===== src/core/pptd_pkg.sv =====
// Package for the PWM generator with period update, trigger and dead time.
// Assumes a single 125 MHz clock domain and plain-port control.
package pptd_pkg;
    // Output mode field values (two bits)
    localparam logic [1:0] MODE_COMPLEMENTARY = 2'h0;
    localparam logic [1:0] MODE_REDUNDANT = 2'h1;
    localparam logic [1:0] MODE_PUSH_PULL = 2'h2;
    localparam logic [1:0] MODE_INDEPENDENT = 2'h3;
    // Field positions in the output control word
    localparam int OUT_MODE_HI = 11;
    localparam int OUT_MODE_LO = 10;
    // Field positions in the trigger control word
    localparam int TRG_DIV_HI = 15;
    localparam int TRG_DIV_LO = 12;
    localparam int TRG_STRT_HI = 5;
    localparam int TRG_STRT_LO = 0;
    // Reset values
    localparam logic [15:0] PERIOD_RST = 16'hffff;
    localparam logic [15:0] COUNT_RST = 16'h0000;

    // Software-written configuration
    typedef struct packed {
        logic moduleEnable;
        logic immediatePeriodUpdateEn;
        logic centerAligned;
        logic swapOutputs;
        logic [15:0] outputControlReg;
        logic [15:0] triggerControlReg;
        logic [15:0] periodValue;
        logic [15:0] dutyValue;
        logic [15:0] phaseShiftValue;
        logic [15:0] specialEventCompare;
        logic [15:0] primaryTriggerCompare;
        logic [15:0] deadTime;
    } pptd_cfg_t;

    // Generator outputs
    typedef struct packed {
        logic highSideOutput;
        logic lowSideOutput;
        logic interruptReq;
        logic triggerOut;
        logic cycleStart;
    } pptd_out_t;
endpackage : pptd_pkg


===== src/core/pptd_generator.sv =====
// PWM generator: time base, period update, push-pull steering, trigger
// divider and postscaler start delay, dead-time insertion.
// Assumes configuration ports driven from logic on mclk (no synchroniser).
`timescale 1ns/1ps
`default_nettype none

module pptd_generator
    import pptd_pkg::*;
(
    // Clock and reset
    input wire logic mclk,
    input wire logic sys_rst,
    // Configuration
    input wire pptd_pkg::pptd_cfg_t cfg,
    input wire logic periodWrite,
    // Outputs
    output var pptd_pkg::pptd_out_t pwmOut,
    output logic pushPullActive
);
    import pptd_pkg::*;

    // Whole module state
    typedef struct packed {
        logic [15:0] count;        // Time base counter
        logic countDown;           // Center-aligned direction
        logic [15:0] periodActive; // Period in use
        logic [15:0] periodPend;   // Period waiting for boundary
        logic pendValid;
        logic ppSide;              // 0 high side, 1 low side
        logic [3:0] divCnt;        // Trigger divider counter
        logic [5:0] strtCnt;       // Postscaler start delay
        logic strtDone;
        logic rawH;                // Undelayed high-side request
        logic [15:0] dtCnt;        // Dead time counter
        logic swapQ;               // Swap setting of the last cycle
        logic outH;
        logic outL;
        logic irq;
        logic trg;
        logic cyc;
        logic ppMode;
    } pptd_state_t;

    pptd_state_t s_q, s_d;

    logic [1:0] outMode;
    logic [3:0] trigger_output_divider;
    logic [5:0] postscaler_start_select;
    logic boundary;
    logic trigMatch;
    logic evtMatch;
    logic wantH;
    logic wantL;

    // Field extraction
    assign outMode = cfg.outputControlReg[OUT_MODE_HI:OUT_MODE_LO];
    assign trigger_output_divider = cfg.triggerControlReg[TRG_DIV_HI:TRG_DIV_LO];
    assign postscaler_start_select = cfg.triggerControlReg[TRG_STRT_HI:TRG_STRT_LO];

    // Boundary: edge-aligned at terminal count, center-aligned at the bottom
    assign boundary = cfg.centerAligned ? (s_q.countDown && s_q.count <= 16'h0001)
                                        : (s_q.count >= s_q.periodActive);
    // Compare matches are exact; no first-instance exception
    assign trigMatch = cfg.moduleEnable && s_q.count == cfg.primaryTriggerCompare;
    assign evtMatch = cfg.moduleEnable && s_q.count == cfg.specialEventCompare;

    // Next-state logic
    always_comb
    begin
        s_d = s_q;
        s_d.irq = trigMatch || evtMatch;
        s_d.trg = 1'b0;
        s_d.cyc = 1'b0;
        s_d.ppMode = outMode == MODE_PUSH_PULL;
        // Period write capture
        if (periodWrite)
        begin
            if (cfg.immediatePeriodUpdateEn)
            begin
                s_d.periodActive = cfg.periodValue;
                s_d.pendValid = 1'b0;
            end
            else
            begin
                s_d.periodPend = cfg.periodValue;
                s_d.pendValid = 1'b1;
            end
        end
        if (!cfg.moduleEnable)
        begin
            // Idle: clear counter, re-arm postscaler start delay
            s_d.count = COUNT_RST;
            s_d.countDown = 1'b0;
            s_d.ppSide = 1'b0;
            s_d.strtCnt = postscaler_start_select;
            s_d.strtDone = postscaler_start_select == 6'h00;
            s_d.divCnt = 4'h0;
            s_d.rawH = 1'b0;
        end
        else
        begin
            // Time base
            if (boundary)
            begin
                s_d.count = cfg.centerAligned ? 16'h0001 : COUNT_RST;
                s_d.countDown = 1'b0;
                s_d.cyc = 1'b1;
                // Steering flips only once per boundary, so in edge-aligned mode a period
                // change can never give one pin two pulses in a row
                s_d.ppSide = ~s_q.ppSide;
                if (s_q.pendValid && !(periodWrite && cfg.immediatePeriodUpdateEn))
                begin
                    s_d.periodActive = s_q.periodPend;
                    s_d.pendValid = periodWrite && !cfg.immediatePeriodUpdateEn;
                end
                // Postscaler start delay counts cycles
                if (!s_q.strtDone)
                begin
                    s_d.strtCnt = s_q.strtCnt - 6'h01;
                    s_d.strtDone = s_q.strtCnt <= 6'h01;
                end
            end
            else if (cfg.centerAligned && !s_q.countDown && s_q.count >= s_q.periodActive)
            begin
                s_d.countDown = 1'b1;
                s_d.count = s_q.count - 16'h0001;
            end
            else if (s_q.countDown)
            begin
                s_d.count = s_q.count - 16'h0001;
            end
            else
            begin
                s_d.count = s_q.count + 16'h0001;
            end
            // Trigger output divider: one output per trigger_output_divider+1 matches
            if (trigMatch && s_q.strtDone)
            begin
                if (s_q.divCnt >= trigger_output_divider)
                begin
                    s_d.divCnt = 4'h0;
                    s_d.trg = 1'b1;
                end
                else
                begin
                    s_d.divCnt = s_q.divCnt + 4'h1;
                end
            end
            // Raw duty request
            s_d.rawH = s_q.count < cfg.dutyValue;
        end
        // Dead time: restart whenever the raw request or the swap setting
        // changes; a swap change moves the active level to the other pin, so
        // it needs the same gap as a duty edge
        s_d.swapQ = cfg.swapOutputs;
        if (s_d.rawH != s_q.rawH || cfg.swapOutputs != s_q.swapQ)
        begin
            s_d.dtCnt = cfg.deadTime;
        end
        else if (s_q.dtCnt != 16'h0000)
        begin
            s_d.dtCnt = s_q.dtCnt - 16'h0001;
        end
        wantH = 1'b0;
        wantL = 1'b0;
        if (cfg.moduleEnable)
        begin
            case (outMode)
                MODE_PUSH_PULL:
                begin
                    wantH = s_q.rawH && !s_q.ppSide;
                    wantL = s_q.rawH && s_q.ppSide;
                end
                MODE_COMPLEMENTARY:
                begin
                    wantH = s_q.rawH && s_d.dtCnt == 16'h0000 && s_d.rawH == s_q.rawH;
                    wantL = !s_q.rawH && s_d.dtCnt == 16'h0000 && s_d.rawH == s_q.rawH;
                end
                MODE_REDUNDANT:
                begin
                    wantH = s_q.rawH;
                    wantL = s_q.rawH;
                end
                default:
                begin
                    wantH = s_q.rawH;
                    wantL = 1'b0;
                end
            endcase
        end
        // Swap relabels the pins after dead time
        s_d.outH = cfg.swapOutputs ? wantL : wantH;
        s_d.outL = cfg.swapOutputs ? wantH : wantL;
    end

    // State register
    always_ff @(posedge mclk)
    begin
        if (sys_rst)
        begin
            s_q <= '0;
            s_q.periodActive <= PERIOD_RST;
            s_q.strtDone <= 1'b1;
        end
        else
        begin
            s_q <= s_d;
        end
    end

    // Outputs straight from flops
    assign pwmOut.highSideOutput = s_q.outH;
    assign pwmOut.lowSideOutput = s_q.outL;
    assign pwmOut.interruptReq = s_q.irq;
    assign pwmOut.triggerOut = s_q.trg;
    assign pwmOut.cycleStart = s_q.cyc;
    assign pushPullActive = s_q.ppMode;
endmodule : pptd_generator
`default_nettype wire


===== config.mk =====
export PLATFORM = sky130hd
export DESIGN_NAME = pptd_generator
export DESIGN_NICKNAME = d
export VERILOG_FILES = /design/src/core/pptd_pkg.sv /design/src/core/pptd_generator.sv
export SDC_FILE = /design/constraint.sdc
export NUM_CORES = 1
export LEC_CHECK = 0
export ABC_AREA = 0
export ABC_CLOCK_PERIOD_IN_PS = 9600
export BUFFER_PORTS_ARGS = -buffer_cell sky130_fd_sc_hd__buf_4
export CAP_MARGIN = 20
export CORE_ASPECT_RATIO = 0.75
export CORE_MARGIN = 2
export CORE_UTILIZATION = 54
export DETAILED_ROUTE_END_ITERATION = 10
export HOLD_SLACK_MARGIN = 0.06
export PLACE_DENSITY = 0.8
export RECOVER_POWER = 25
export SETUP_SLACK_MARGIN = 0.3
export SLEW_MARGIN = 20
export SYNTH_ARGS = -nofsm -noshare
export SYNTH_HDL_FRONTEND = slang
export SYNTH_SLANG_ARGS = --single-unit

===== constraint.sdc =====
create_clock -name mclk -period 9.6 [get_ports mclk]
set_input_delay 1.44 -clock mclk [delete_from_list [all_inputs] [get_ports mclk]]
set_output_delay 1.44 -clock mclk [all_outputs]
set_load 0.02 [all_outputs]

# Yosys cells after proc, flatten, opt, wreduce, memory -nomap -nowiden
# Cells that the tools add are included.
# classes
addsub,5
magnitude_cmp,5
n_eq_ne,9
muxes,30
n_bitwise,4
n_reduce_logical,31
# ops
op,count
two-way mux 16 bit,9
two-way mux 33 bit,1
equality test 16 bit,2
"subtractor 16 x 1 -> 16 bit, second input constant",2
two-way mux 17 bit,1
"adder 16 x 1 -> 16 bit, second input constant",1
greater-or-equal comparator 16 bit,1
"less-or-equal comparator 16 x 1 -> 1 bit, second input constant",1
logical NOT 16 bit,1
< comparator 16 bit,1
nonzero test 16 bit,1
logical AND 1 bit,15
two-way mux 7 bit,2
two-way mux 1 bit,12
two-way mux 8 bit,1
"less-or-equal comparator 6 x 1 -> 1 bit, second input constant",1
logical NOT 6 bit,1
OR reduction 3 bit,2
"subtractor 6 x 1 -> 6 bit, second input constant",1
logical NOT 1 bit,5
"adder 4 x 1 -> 4 bit, second input constant",1
greater-or-equal comparator 4 bit,1
two-way mux 4 bit,1
inverter 1 bit,4
13 further kinds,16
# word_totals
ff_bits,86
input_bits,135

# Depth between registers and ports, before layout
# Gate-level depths: netlist (run 1).
# depth
word_depth,14
ltp_mapped,12
ltp_nobuf,10

# Worst setup path before layout (run 1)
# Ideal clock, no wire load.
# synth_timing
path_kind,input-to-reg
from,input cfg[79] (netlist name)
to,"register s_q, in the netlist pwmOut[4]"
setup_time_ps,129
arrival_time_ps,3777
setup_slack_ps,5694
stages,10
n_path_buf,0
cell_sequence,inv_1 -> ha_1 -> nand4_1 -> or3_1 -> o32a_1 -> a21o_1 -> a21oi_1 -> mux2_2 -> a311oi_1 -> o32ai_1
# synth_via
elab_chain_cells,11
elab_cells_between_ends,16
cone_classes,1 x order compare; 2 x eq/ne; 7 x mux; 6 x reduce/logical
# synth_lines
element,line_no,rtl
"start, declared",pptd_generator.sv:14,"input wire pptd_pkg::pptd_cfg_t cfg,"
< comparator 16 bit *,pptd_generator.sv:150,s_d.rawH = s_q.count < cfg.dutyValue;
two-way mux 8 bit *,pptd_generator.sv:89,if (!cfg.moduleEnable)
!= test 1 bit,pptd_generator.sv:156,if (s_d.rawH != s_q.rawH || cfg.swapOutputs != s_q.swapQ)
logical OR 1 bit,pptd_generator.sv:156,
two-way mux 16 bit,pptd_generator.sv:156,
logical NOT 16 bit,"pptd_generator.sv:176, pptd_generator.sv:177",
logical AND 1 bit (on tied branches) (2 in a row),"pptd_generator.sv:177, pptd_generator.sv:176",
one-hot mux 1 bit (3 select lines) or one-hot mux 1 bit (2 select lines) (tied branches),pptd_generator.sv:168,case (outMode)
two-way mux 1 bit,pptd_generator.sv:166,if (cfg.moduleEnable)
two-way mux 1 bit *,pptd_generator.sv:192,s_d.outH = cfg.swapOutputs ? wantL : wantH;
"end, declared",pptd_generator.sv:44,"pptd_state_t s_q, s_d;"
# Mark *: on every way between the ends. The rest lies on a longest branch, timed or not.
# A chain may end at the register's enable or synchronous reset.

# Final worst setup path (run 1)
# layout_timing
from,input sys_rst
to,register s_q[81] (netlist name)
# layout_via
elab_chain_cells,1
# layout_lines
element,line_no,rtl
"start, declared",pptd_generator.sv:12,"input wire logic sys_rst,"
OR reduction 2 bit (no line),n/a,
# Every way passes these cells.

==> flow_summary.ini, run 1 <==
[status]
outcome = finished, violations left
violations = capacitance limit, slew limit

[timing]
relSlewSlack = -1.24
hold_slack_ns = 0.456
finalWorstSetupSlack_ns = 4.79
slew_viol_final = 82
setup_viol = 0
rsz0062_at_grt = false
finalCriticalPeriod_ns = 4.81
tightest_slew_ns = 3.36
finalHoldViolCount = 0
clock_skew_ns = 0.00491
fmax_mhz = 208
finalCritPeriodShare = 0.501
finalSetupTns_ns = 0

[power]
switching_share = 0.280
p_comb_frac = 0.182
p_sw_mw = 0.243
ir_worst_vdd_uv = 96.8
p_leak_nw = 3.17
p_int_mw = 0.622
p_seq_frac = 0.455
power.density_mw_per_mm2 = 126
clkPwrFrac = 0.364

[grt]
antenna_found_initial = 0
grt_max_degree = 82
track_usage = 0.260
grt_pass1_wl_um = 25200
grt_pass1_vias = 5471
gr-total-overflow = 0

[route]
drtIter0Drc = 344
drc = 0
wl_per_cell_um = 16.2
postRouteAntennaNets = 0
via_per_inst = 5.94
drt_pass1_iterations = 4
dr_total_vias = 5589
drt-total-wl_um = 15200

[min_path]
hold_path.class = flip-flop to flip-flop
min_from = s_q[41]$_SDFFE_PP0P_
min_to = s_q[41]$_SDFFE_PP0P_
worstHoldPathCells = 2

[placement]
dp_slack_ns = 4.95
portBuffers = 104
gp_congestion = 0.881
place_inst = 926
hpwl_um = 11200
placed_area_mm2 = 0.00664

[setup_path]
timing.rr.start = s_q[70]$_SDFF_PP0_
start_kind = input pin
cp.arrival_ns = 5.05
critPathRequiredTime_ns = 9.84
r2r_setup_slack_ns = 5.75
r2r-end = s_q[81]$_SDFF_PP0_
critical_path_class = input pin to flip-flop
crit_fanout = 81
rr_worst_depth = 10
cp-end-kind = flip-flop

[yosys]
netlist_area_mm2 = 0.00589
synth.ff_latch_count = 86
syn_inst = 733
syn_nets = 911
async_reset_ff_frac = 0
seq_area_frac_synth = 0.292
synth_edf_count = 0
synth_ff_type = dfxtp_1
avgSynthCellArea_um2 = 8.03
ys_types = 58
yosys_warnings = 0

[layout]
multi_input_area_mm2 = 0.00375
drive_gt1_frac = 0.179
regArea_mm2 = 0.00172
final_cells = 941
postLayoutCellArea_mm2 = 0.00687
nNetsFinal = 979
antenna_cells = 0
fillers = 926
syn_to_final_growth_pct = 16.7

[clock_tree]
ctsResizeCount = 0
ctsHoldBuffers = 0
htree_levels = 3
numClockSinks = 86
clk_latency_ns = 0.34
clockBufferDepth = 2
post_cts_buffers = 0
clk_pin_slew_ns = 0.06
cts_tree = done
cts_root_buffer = clkbuf_16
cts_buffers = 9

[floorplan]
rows = 32
die_x_um = 125
io_pins = 141
die_h_um = 94.4
die_area_mm2 = 0.0118
initial_core_util = 0.564
core-area_mm2 = 0.0105

[job]
cap_violations = 1
per-stage QoR:
stage          utilization  power (mW)
3_3_place_gp         0.635       0.548
2_1_floorplan            -       0.493
4_1_cts              0.660       0.868
3_5_place_dp         0.635       0.555
6_report             0.658       0.865
5_1_grt              0.658       0.906
cell families after synthesis:
group,Yosys count,share of synthesized area
flip-flops,86,0.292
AO/OA/AOI/OAI,140,0.175
AND/OR/NAND/NOR,283,0.248
XOR/XNOR,62,0.0922
buffers and inverters,102,0.0724
multiplexers,17,0.0293
adder cells (fa/ha/maj),43,0.0914
worst max-delay path, stage by stage:
cell and delay (ns):
clkbuf_1 2.34, nor2_1 0.24, nand3_1 0.66, nor2_1 0.08, mux2_2 0.27
flip-flops by register name, indices dropped and copies added, names as in the netlist:
register / cells
s_q: 80
pwmOut: 5
pushPullActive: 1
power by group through the flow:
stage	Clock [mW]	Sequential, mW	Combinational, mW
2_1_floorplan	0	0.393	0.100
3_3_place_gp	0	0.399	0.148
3_5_place_dp	0	0.400	0.155
4_1_cts	0.319	0.392	0.156
5_1_grt	0.336	0.396	0.175
6_report	0.314	0.393	0.157
cell type report:
| type | instances | area share |
|---|---|---|
| Inverter | 52 | 0.0284 |
| Tap cell | 136 | 0.0248 |
| Timing Repair Buffer | 107 | 0.113 |
| Clock inverter | 4 | 0.00364 |
| Clock buffer | 11 | 0.0339 |
| Multi-Input combinational cell | 545 | 0.546 |
| Sequential cell | 86 | 0.250 |
cell usage in the layout, fill, tap and decap left out, types with 3 or more instances in the layout:
cell	netlist	routed
a21oi_1	40	39
nor4_1	17	17
nor2_1	82	82
nor3b_1	6	6
a31oi_1	5	5
nor3_1	17	17
xor2_1	25	25
o21ai_0	8	8
mux2i_1	15	15
clkbuf_16	0	9
nor2b_1	5	4
clkbuf_1	39	9
a211oi_2	3	4
a21oi_2	12	13
or4_1	6	6
a211o_1	3	3
xnor2_1	37	37
a311oi_1	6	6
and3_1	23	23
nor4b_1	3	3
a211oi_1	15	14
a21o_1	11	11
a2111oi_0	18	18
ha_1	43	43
nand3b_1	3	3
nand4_1	18	18
nand2b_1	6	6
dfxtp_1	86	86
and4_1	5	5
inv_1	52	52
buf_4	7	100
nand3_1	13	13
nand2_1	58	58
or3_1	11	11
cell usage after synthesis, types with 5 or more instances:
master,n,area share
or4_1,6,0.0076
and4_1,5,0.0074
xnor2_1,37,0.055
nand2_1,58,0.037
a211oi_1,15,0.019
nor3b_1,6,0.0076
o21ai_0,8,0.0068
a21oi_1,40,0.034
ha_1,43,0.091
and3_1,23,0.024
buf_4,7,0.0089
dfxtp_1,86,0.29
nor3_1,17,0.014
clkbuf_1,39,0.025
nor2_1,82,0.052
mux2i_1,15,0.025
nand3_1,13,0.011
a21oi_2,12,0.018
or3_1,11,0.012
xor2_1,25,0.037
inv_1,52,0.033
nand4_1,18,0.019
nor4_1,17,0.018
a31oi_1,5,0.0053
nor2b_1,5,0.0053
a21o_1,11,0.014
a311oi_1,6,0.0089
a2111oi_0,18,0.027
nand2b_1,6,0.0064
layer usage:
layer  vias up  GRT usage  part of all wire
li1       2745          -                 -
met1      2637      0.331              0.45
met2       176      0.447              0.47
met3        31     0.0487             0.054
met4         0     0.0908             0.019
met5         -          0                 0
worst max-delay path by stage:
stage / to / cells after the start / slack (ns) / start
final: s_q[81]$_SDFF_PP0_ / 5 / 4.79 / sys_rst
after detailed placement: pwmOut[4]$_SDFF_PP0_ / 12 / 4.95 / cfg[79]
after floorplan: pwmOut[4]$_SDFF_PP0_ / 10 / 5.69 / cfg[79]
after CTS: pwmOut[4]$_SDFF_PP0_ / 12 / 5.28 / cfg[79]
after global placement: pwmOut[4]$_SDFF_PP0_ / 12 / 5.03 / cfg[79]
after global routing: s_q[81]$_SDFF_PP0_ / 5 / 4.46 / sys_rst
(Power assumes the default switching activity.)
==> run 2, diff against run 1 <==
ABC_AREA = 1   (was 0)
ABC_CLOCK_PERIOD_IN_PS = 4700   (was 9600)
clock period = 4.7 ns   (was 9.6 ns; I/O delays follow)
==> flow_summary.ini, run 2 <==
[timing]
rsz0062_at_grt = false
relSlewSlack = 0.0158
finalWorstSetupSlack_ns = 1.20
clock_skew_ns = 0.00704
finalSetupTns_ns = 0
slew_viol_final = 0
finalHoldViolCount = 0
fmax_mhz = 286
tightest_slew_ns = 1.48
setup_viol = 0
finalCriticalPeriod_ns = 3.50
finalCritPeriodShare = 0.744

[route]
wl_per_cell_um = 13.6
dr_total_vias = 5934
drt_pass1_iterations = 8
postRouteAntennaNets = 0
via_per_inst = 5.31
drtIter0Drc = 524
drt-total-wl_um = 15200
drc = 0

[floorplan]
die_area_mm2 = 0.0117
core-area_mm2 = 0.0105
io_pins = 141
die_x_um = 125
die_h_um = 94.4
rows = 32
initial_core_util = 0.563

[clock_tree]
htree_levels = 3
numClockSinks = 86
cts_buffers = 9
ctsHoldBuffers = 0
cts_tree = done
clockBufferDepth = 2
post_cts_buffers = 0
ctsResizeCount = 0
clk_latency_ns = 0.34
clk_pin_slew_ns = 0.07
cts_root_buffer = clkbuf_16

[setup_path]
cp.buffers_inverters = 3
cp-end-kind = flip-flop
critical_path.top_delay_family = simple AND/OR/NAND/NOR gates
start_kind = flip-flop
crit_path_max_incr_delay_ns = 0.47
crit_fanout = 21
critical_path_class = flip-flop to flip-flop
cp.arrival_ns = 3.73
critPathRequiredTime_ns = 4.93
crit_chain = inv_2 > ha_1 > inv_1 > nand2_1 > a21oi_1 > o21ai_0 > nand2_1 > nand2_1 > nand2_1 > nand2_1 > nand2_1 > nand2_1 > nand2_1 > nand2_1 > nand2_1 > nand2_1 > nand2_1 > nand2_1 > inv_1 > o21ai_0 > nand2_1 > nand2_1 > nor2_1
critPathMostFrequentCell = nand2_1
crit_slowest_cell = nand2_1
r2r_setup_slack_ns = 1.20

[layout]
fin_util = 0.664
final_common_cell = nand2_1
antenna_cells = 0
syn_to_final_growth_pct = 18.1
largest_register_ffs = 80
registers.top_by_ff_count = s_q
nNetsFinal = 1155
drive_gt1_frac = 0.134
final_cell_mix = nand2_1 (205), nor2_1 (137), inv_1 (113)

[yosys]
async_reset_ff_frac = 0
avgSynthCellArea_um2 = 6.56
synthTopCellsByCount = nand2_1 (205), nor2_1 (137), inv_1 (113)
post-synth-top-area-fraction = 0.293
yosys-top-cells-area = dfxtp_1 (29%), nand2_1 (13%), ha_1 (9.1%)
syn_inst = 897
synth_edf_count = 0
syn_nets = 1075
yosys_warnings = 0
ys_types = 47
seq_area_frac_synth = 0.293
synth_ff_type = dfxtp_1
synth.most_common_cell = nand2_1
netlist_area_mm2 = 0.00588
yosysTopAreaCell = dfxtp_1
synth.ff_latch_count = 86

[min_path]
hold_path.class = flip-flop to flip-flop

[grt]
antenna_found_initial = 0
grt_pass1_vias = 5348
gr-total-overflow = 0
grt_pass1_wl_um = 25000
grt_max_degree = 34
track_usage = 0.259

[power]
p_leak_nw = 3.49
power.density_mw_per_mm2 = 270
total_power_mw = 1.87
ir_worst_vdd_uv = 179

[placement]
hpwl_um = 11500
portBuffers = 104
dp_slack_ns = 1.27
gp_congestion = 0.943

[status]
outcome = finished clean

[job]
cap_violations = 0
## run 2: logic make-up (layout without fill, tap and decap cells)
family	Yosys count	count (layout)	share of synthesized area
buffers and inverters	154	239	0.106
DFF	86	86	0.293
xor gates and xnor gates	28	28	0.0417
and+or+nand+nor	422	422	0.301
adders and majority gates	43	43	0.0915
AOI/OAI and AO/OA	163	163	0.166
muxes	1	1	0.00170
## run 2: power breakdown
group	internal, mW	leakage, nW	switching, mW
Clock	0.428	0.150	0.304
Combinational	0.152	2.63	0.199
Sequential	0.764	0.705	0.0267
## run 2: worst register-to-register path: stages (launching register included)
cell and delay [ns]:
dfxtp_1 0.43, inv_2 0.15, ha_1 0.31, inv_1 0.04, nand2_1 0.05, a21oi_1 0.05, o21ai_0 0.22, nand2_1 0.09
nand2_1 0.07, nand2_1 0.05, nand2_1 0.05, nand2_1 0.05, nand2_1 0.06, nand2_1 0.05, nand2_1 0.06, nand2_1 0.05
nand2_1 0.12, nand2_1 0.07, nand2_1 0.47, inv_1 0.39, o21ai_0 0.36, nand2_1 0.10, nand2_1 0.08, nor2_1 0.04
## run 2: final timing paths
path / cells after the start / from / to
min reg2reg: 2 / s_q[52]$_SDFFE_PP0P_ / s_q[68]$_SDFF_PP1_
max reg2reg: 23 / s_q[70]$_SDFF_PP0_ / s_q[74]$_SDFF_PP0_
min: 2 / s_q[52]$_SDFFE_PP0P_ / s_q[68]$_SDFF_PP1_
max: 23 / s_q[70]$_SDFF_PP0_ / s_q[74]$_SDFF_PP0_
## run 2: metal layers
metal  vias to the layer above  track usage  wire length, um
met1                      2611        0.372             7610
met2                       225        0.404             6280
met4                         0       0.0665              172
li1                       3081            -                -
met5                         -            0                0
met3                        17       0.0487             1190
## run 2: final cells by class
type,instances,area [um2]
clock buffers,11,243
clock inverters,5,57.6
fillers,978,3510
inverters,116,435
multi-input cells,657,3540
flip-flops and latches,86,1720
well taps,136,170
repair buffers,107,777
## run 2: stage by stage
| stage | area, um2 | hold WS (ns) | std cells |
|---|---|---|---|
| final | 6940 | 0.466 | 1118 |
| after detailed placement | 6670 | 0.456 | 1102 |
| after global routing | 6940 | 0.494 | 1118 |
| after global placement | 6670 | 0.449 | 1102 |
| after floorplan | 5880 | 0.441 | 897 |
| after CTS | 6970 | 0.472 | 1118 |
==> run 3, diff against run 2 <==
ABC_CLOCK_PERIOD_IN_PS = 3200   (was 4700)
CORE_UTILIZATION = 49   (was 54)
PLACE_DENSITY = 0.77   (was 0.8)
clock period = 3.2 ns   (was 4.7 ns; I/O delays follow)
==> flow_summary.ini, run 3 (synthesized netlist as in run 2, its figures left out) <==
[grt]
gr-total-overflow = 0
grt_pass1_wl_um = 26100
antenna_found_initial = 0
grt_max_degree = 34
grt_pass1_vias = 5561
track_usage = 0.249

[setup_path]
cp.arrival_ns = 3.02
critical_path_class = flip-flop to flip-flop
critPathRequiredTime_ns = 3.49
start_kind = flip-flop
crit_fanout = 8
cp-end-kind = flip-flop

[power]
total_power_mw = 2.73
p_leak_nw = 3.64
ir_worst_vdd_uv = 267
power.density_mw_per_mm2 = 373

[layout]
multi_input_area_mm2 = 0.00362
syn_to_final_growth_pct = 24.3
final_cell_mix = nand2_1 (199), nor2_1 (134), buf_4 (129)
antenna_cells = 0
regArea_mm2 = 0.00173
final_common_cell = nand2_1
drive_gt1_frac = 0.178
nNetsFinal = 1189
largest_register_ffs = 80
fillers = 1115
registers.top_by_ff_count = s_q

[job]
cap_violations = 1

[floorplan]
io_pins = 141
die_area_mm2 = 0.0129
core-area_mm2 = 0.0117
rows = 34
die_h_um = 98.9
die_x_um = 130
initial_core_util = 0.505

[timing]
finalWorstSetupSlack_ns = 0.461
finalSetupTns_ns = 0
slew_viol_final = 32
setup_viol = 0
rsz0062_at_grt = false
finalCriticalPeriod_ns = 2.74
tightest_slew_ns = 1.59
relSlewSlack = -0.0585
clock_skew_ns = 0.00718
finalCritPeriodShare = 0.856
fmax_mhz = 365
finalHoldViolCount = 0

[placement]
portBuffers = 104
gp_congestion = 0.926
dp_slack_ns = 0.155
hpwl_um = 11900

[route]
wl_met1_um = 8070
dr.max_layer_used = met4
drc = 0
dr_total_vias = 6143
drtIter0Drc = 559
wl_met2_um = 6810
drt_pass1_iterations = 5
via_per_inst = 5.21
wl_met3_um = 973
postRouteAntennaNets = 0
wl_per_cell_um = 13.7
drt-total-wl_um = 16100

[clock_tree]
clk_latency_ns = 0.34
clockBufferDepth = 2
cts_tree = done
clk_pin_slew_ns = 0.06
cts_root_buffer = clkbuf_16
cts_buffers = 9
numClockSinks = 86
htree_levels = 3

[status]
outcome = finished, violations left
violations = capacitance limit, slew limit

[min_path]
hold_path.class = input pin to flip-flop
[run 3: cell types whose count changed in the layout (fill, tap and decap cells not counted), moves of 2 or more]
cell | before | now
nand2_2 | 1 | 7
nor2_1 | 137 | 134
clkinvlp_4 | 0 | 2
nor2_2 | 2 | 5
dfxtp_1 | 86 | 84
nand3_4 | 1 | 4
inv_1 | 113 | 111
nand2_1 | 205 | 199
buf_4 | 100 | 129
[run 3: cell type report]
| class | instances | area share |
|---|---|---|
| multi-input cells | 659 | 0.495 |
| flip-flops and latches | 86 | 0.236 |
| repair buffers | 139 | 0.141 |
| inverters | 116 | 0.0606 |
| clock buffers | 11 | 0.0346 |
| well taps | 162 | 0.0277 |
| clock inverters | 5 | 0.00548 |
[run 3: final timing paths]
kind                            depth (start not counted)                 start  slack, ns                   end
worst max register to register                         21    s_q[75]$_SDFF_PP0_       0.46  pwmOut[4]$_SDFF_PP0_
worst max-delay path                                   21    s_q[75]$_SDFF_PP0_       0.46  pwmOut[4]$_SDFF_PP0_
worst min-delay path                                    3               cfg[92]       0.37  s_q[49]$_SDFFE_PP0P_
worst min register to register                          2  s_q[46]$_SDFFE_PP0P_       0.47    s_q[62]$_SDFF_PP1_
[run 3: through the flow]
| step | utilization | hold WS [ns] | instance area (um2) | std cells |
|---|---|---|---|---|
| 6_report | 0.627 | 0.369 | 7310 | 1178 |
| 5_1_grt | 0.627 | 0.378 | 7310 | 1178 |
| 4_1_cts | 0.616 | 0.373 | 7180 | 1167 |
| 3_5_place_dp | 0.591 | 0.459 | 6890 | 1151 |
| 3_3_place_gp | 0.591 | 0.451 | 6890 | 1151 |
| 2_1_floorplan | - | 0.441 | 5880 | 897 |
[run 3: timing repair]
action                     CTS  global route
resized for setup            1            20
setup endpoints to repair    2            33
hold buffers                 0             0
pin swaps                    0             6
cloned                       0             2
setup buffers                0             9
[run 3: critical path, cell delays in order (launching register included)]
cell	delay, ns
dfxtp_1	0.33
ha_1	0.30
a21oi_2	0.13
nor2_1	0.05
nor3_1	0.13
nand2_1	0.15
nand2_2	0.13
nand2_1	0.16
nand2_8	0.17
nand3_4	0.14
buf_4	0.20
nand2_1	0.07
nand2_1	0.05
nor2_1	0.09
nand2_1	0.07
nor2_2	0.13
nand3_1	0.09
nand2_1	0.07
nand2_1	0.04
nand2_1	0.07
nand3_1	0.07
nand2_1	0.06
[run 3: per-layer routing]
metal / GRT usage / vias up
met5: 0 / -
met4: 0.0556 / 0
met3: 0.0537 / 22
met2: 0.375 / 178
met1: 0.365 / 2782
li1: - / 3161
[run 3: where the power goes]
| group | switching, mW | internal (mW) | total (mW) |
|---|---|---|---|
| clock network | 0.448 | 0.576 | 1.02 |
| registers | 0.0401 | 1.12 | 1.16 |
| logic | 0.305 | 0.239 | 0.544 |
| total | 0.794 | 1.94 | 2.73 |
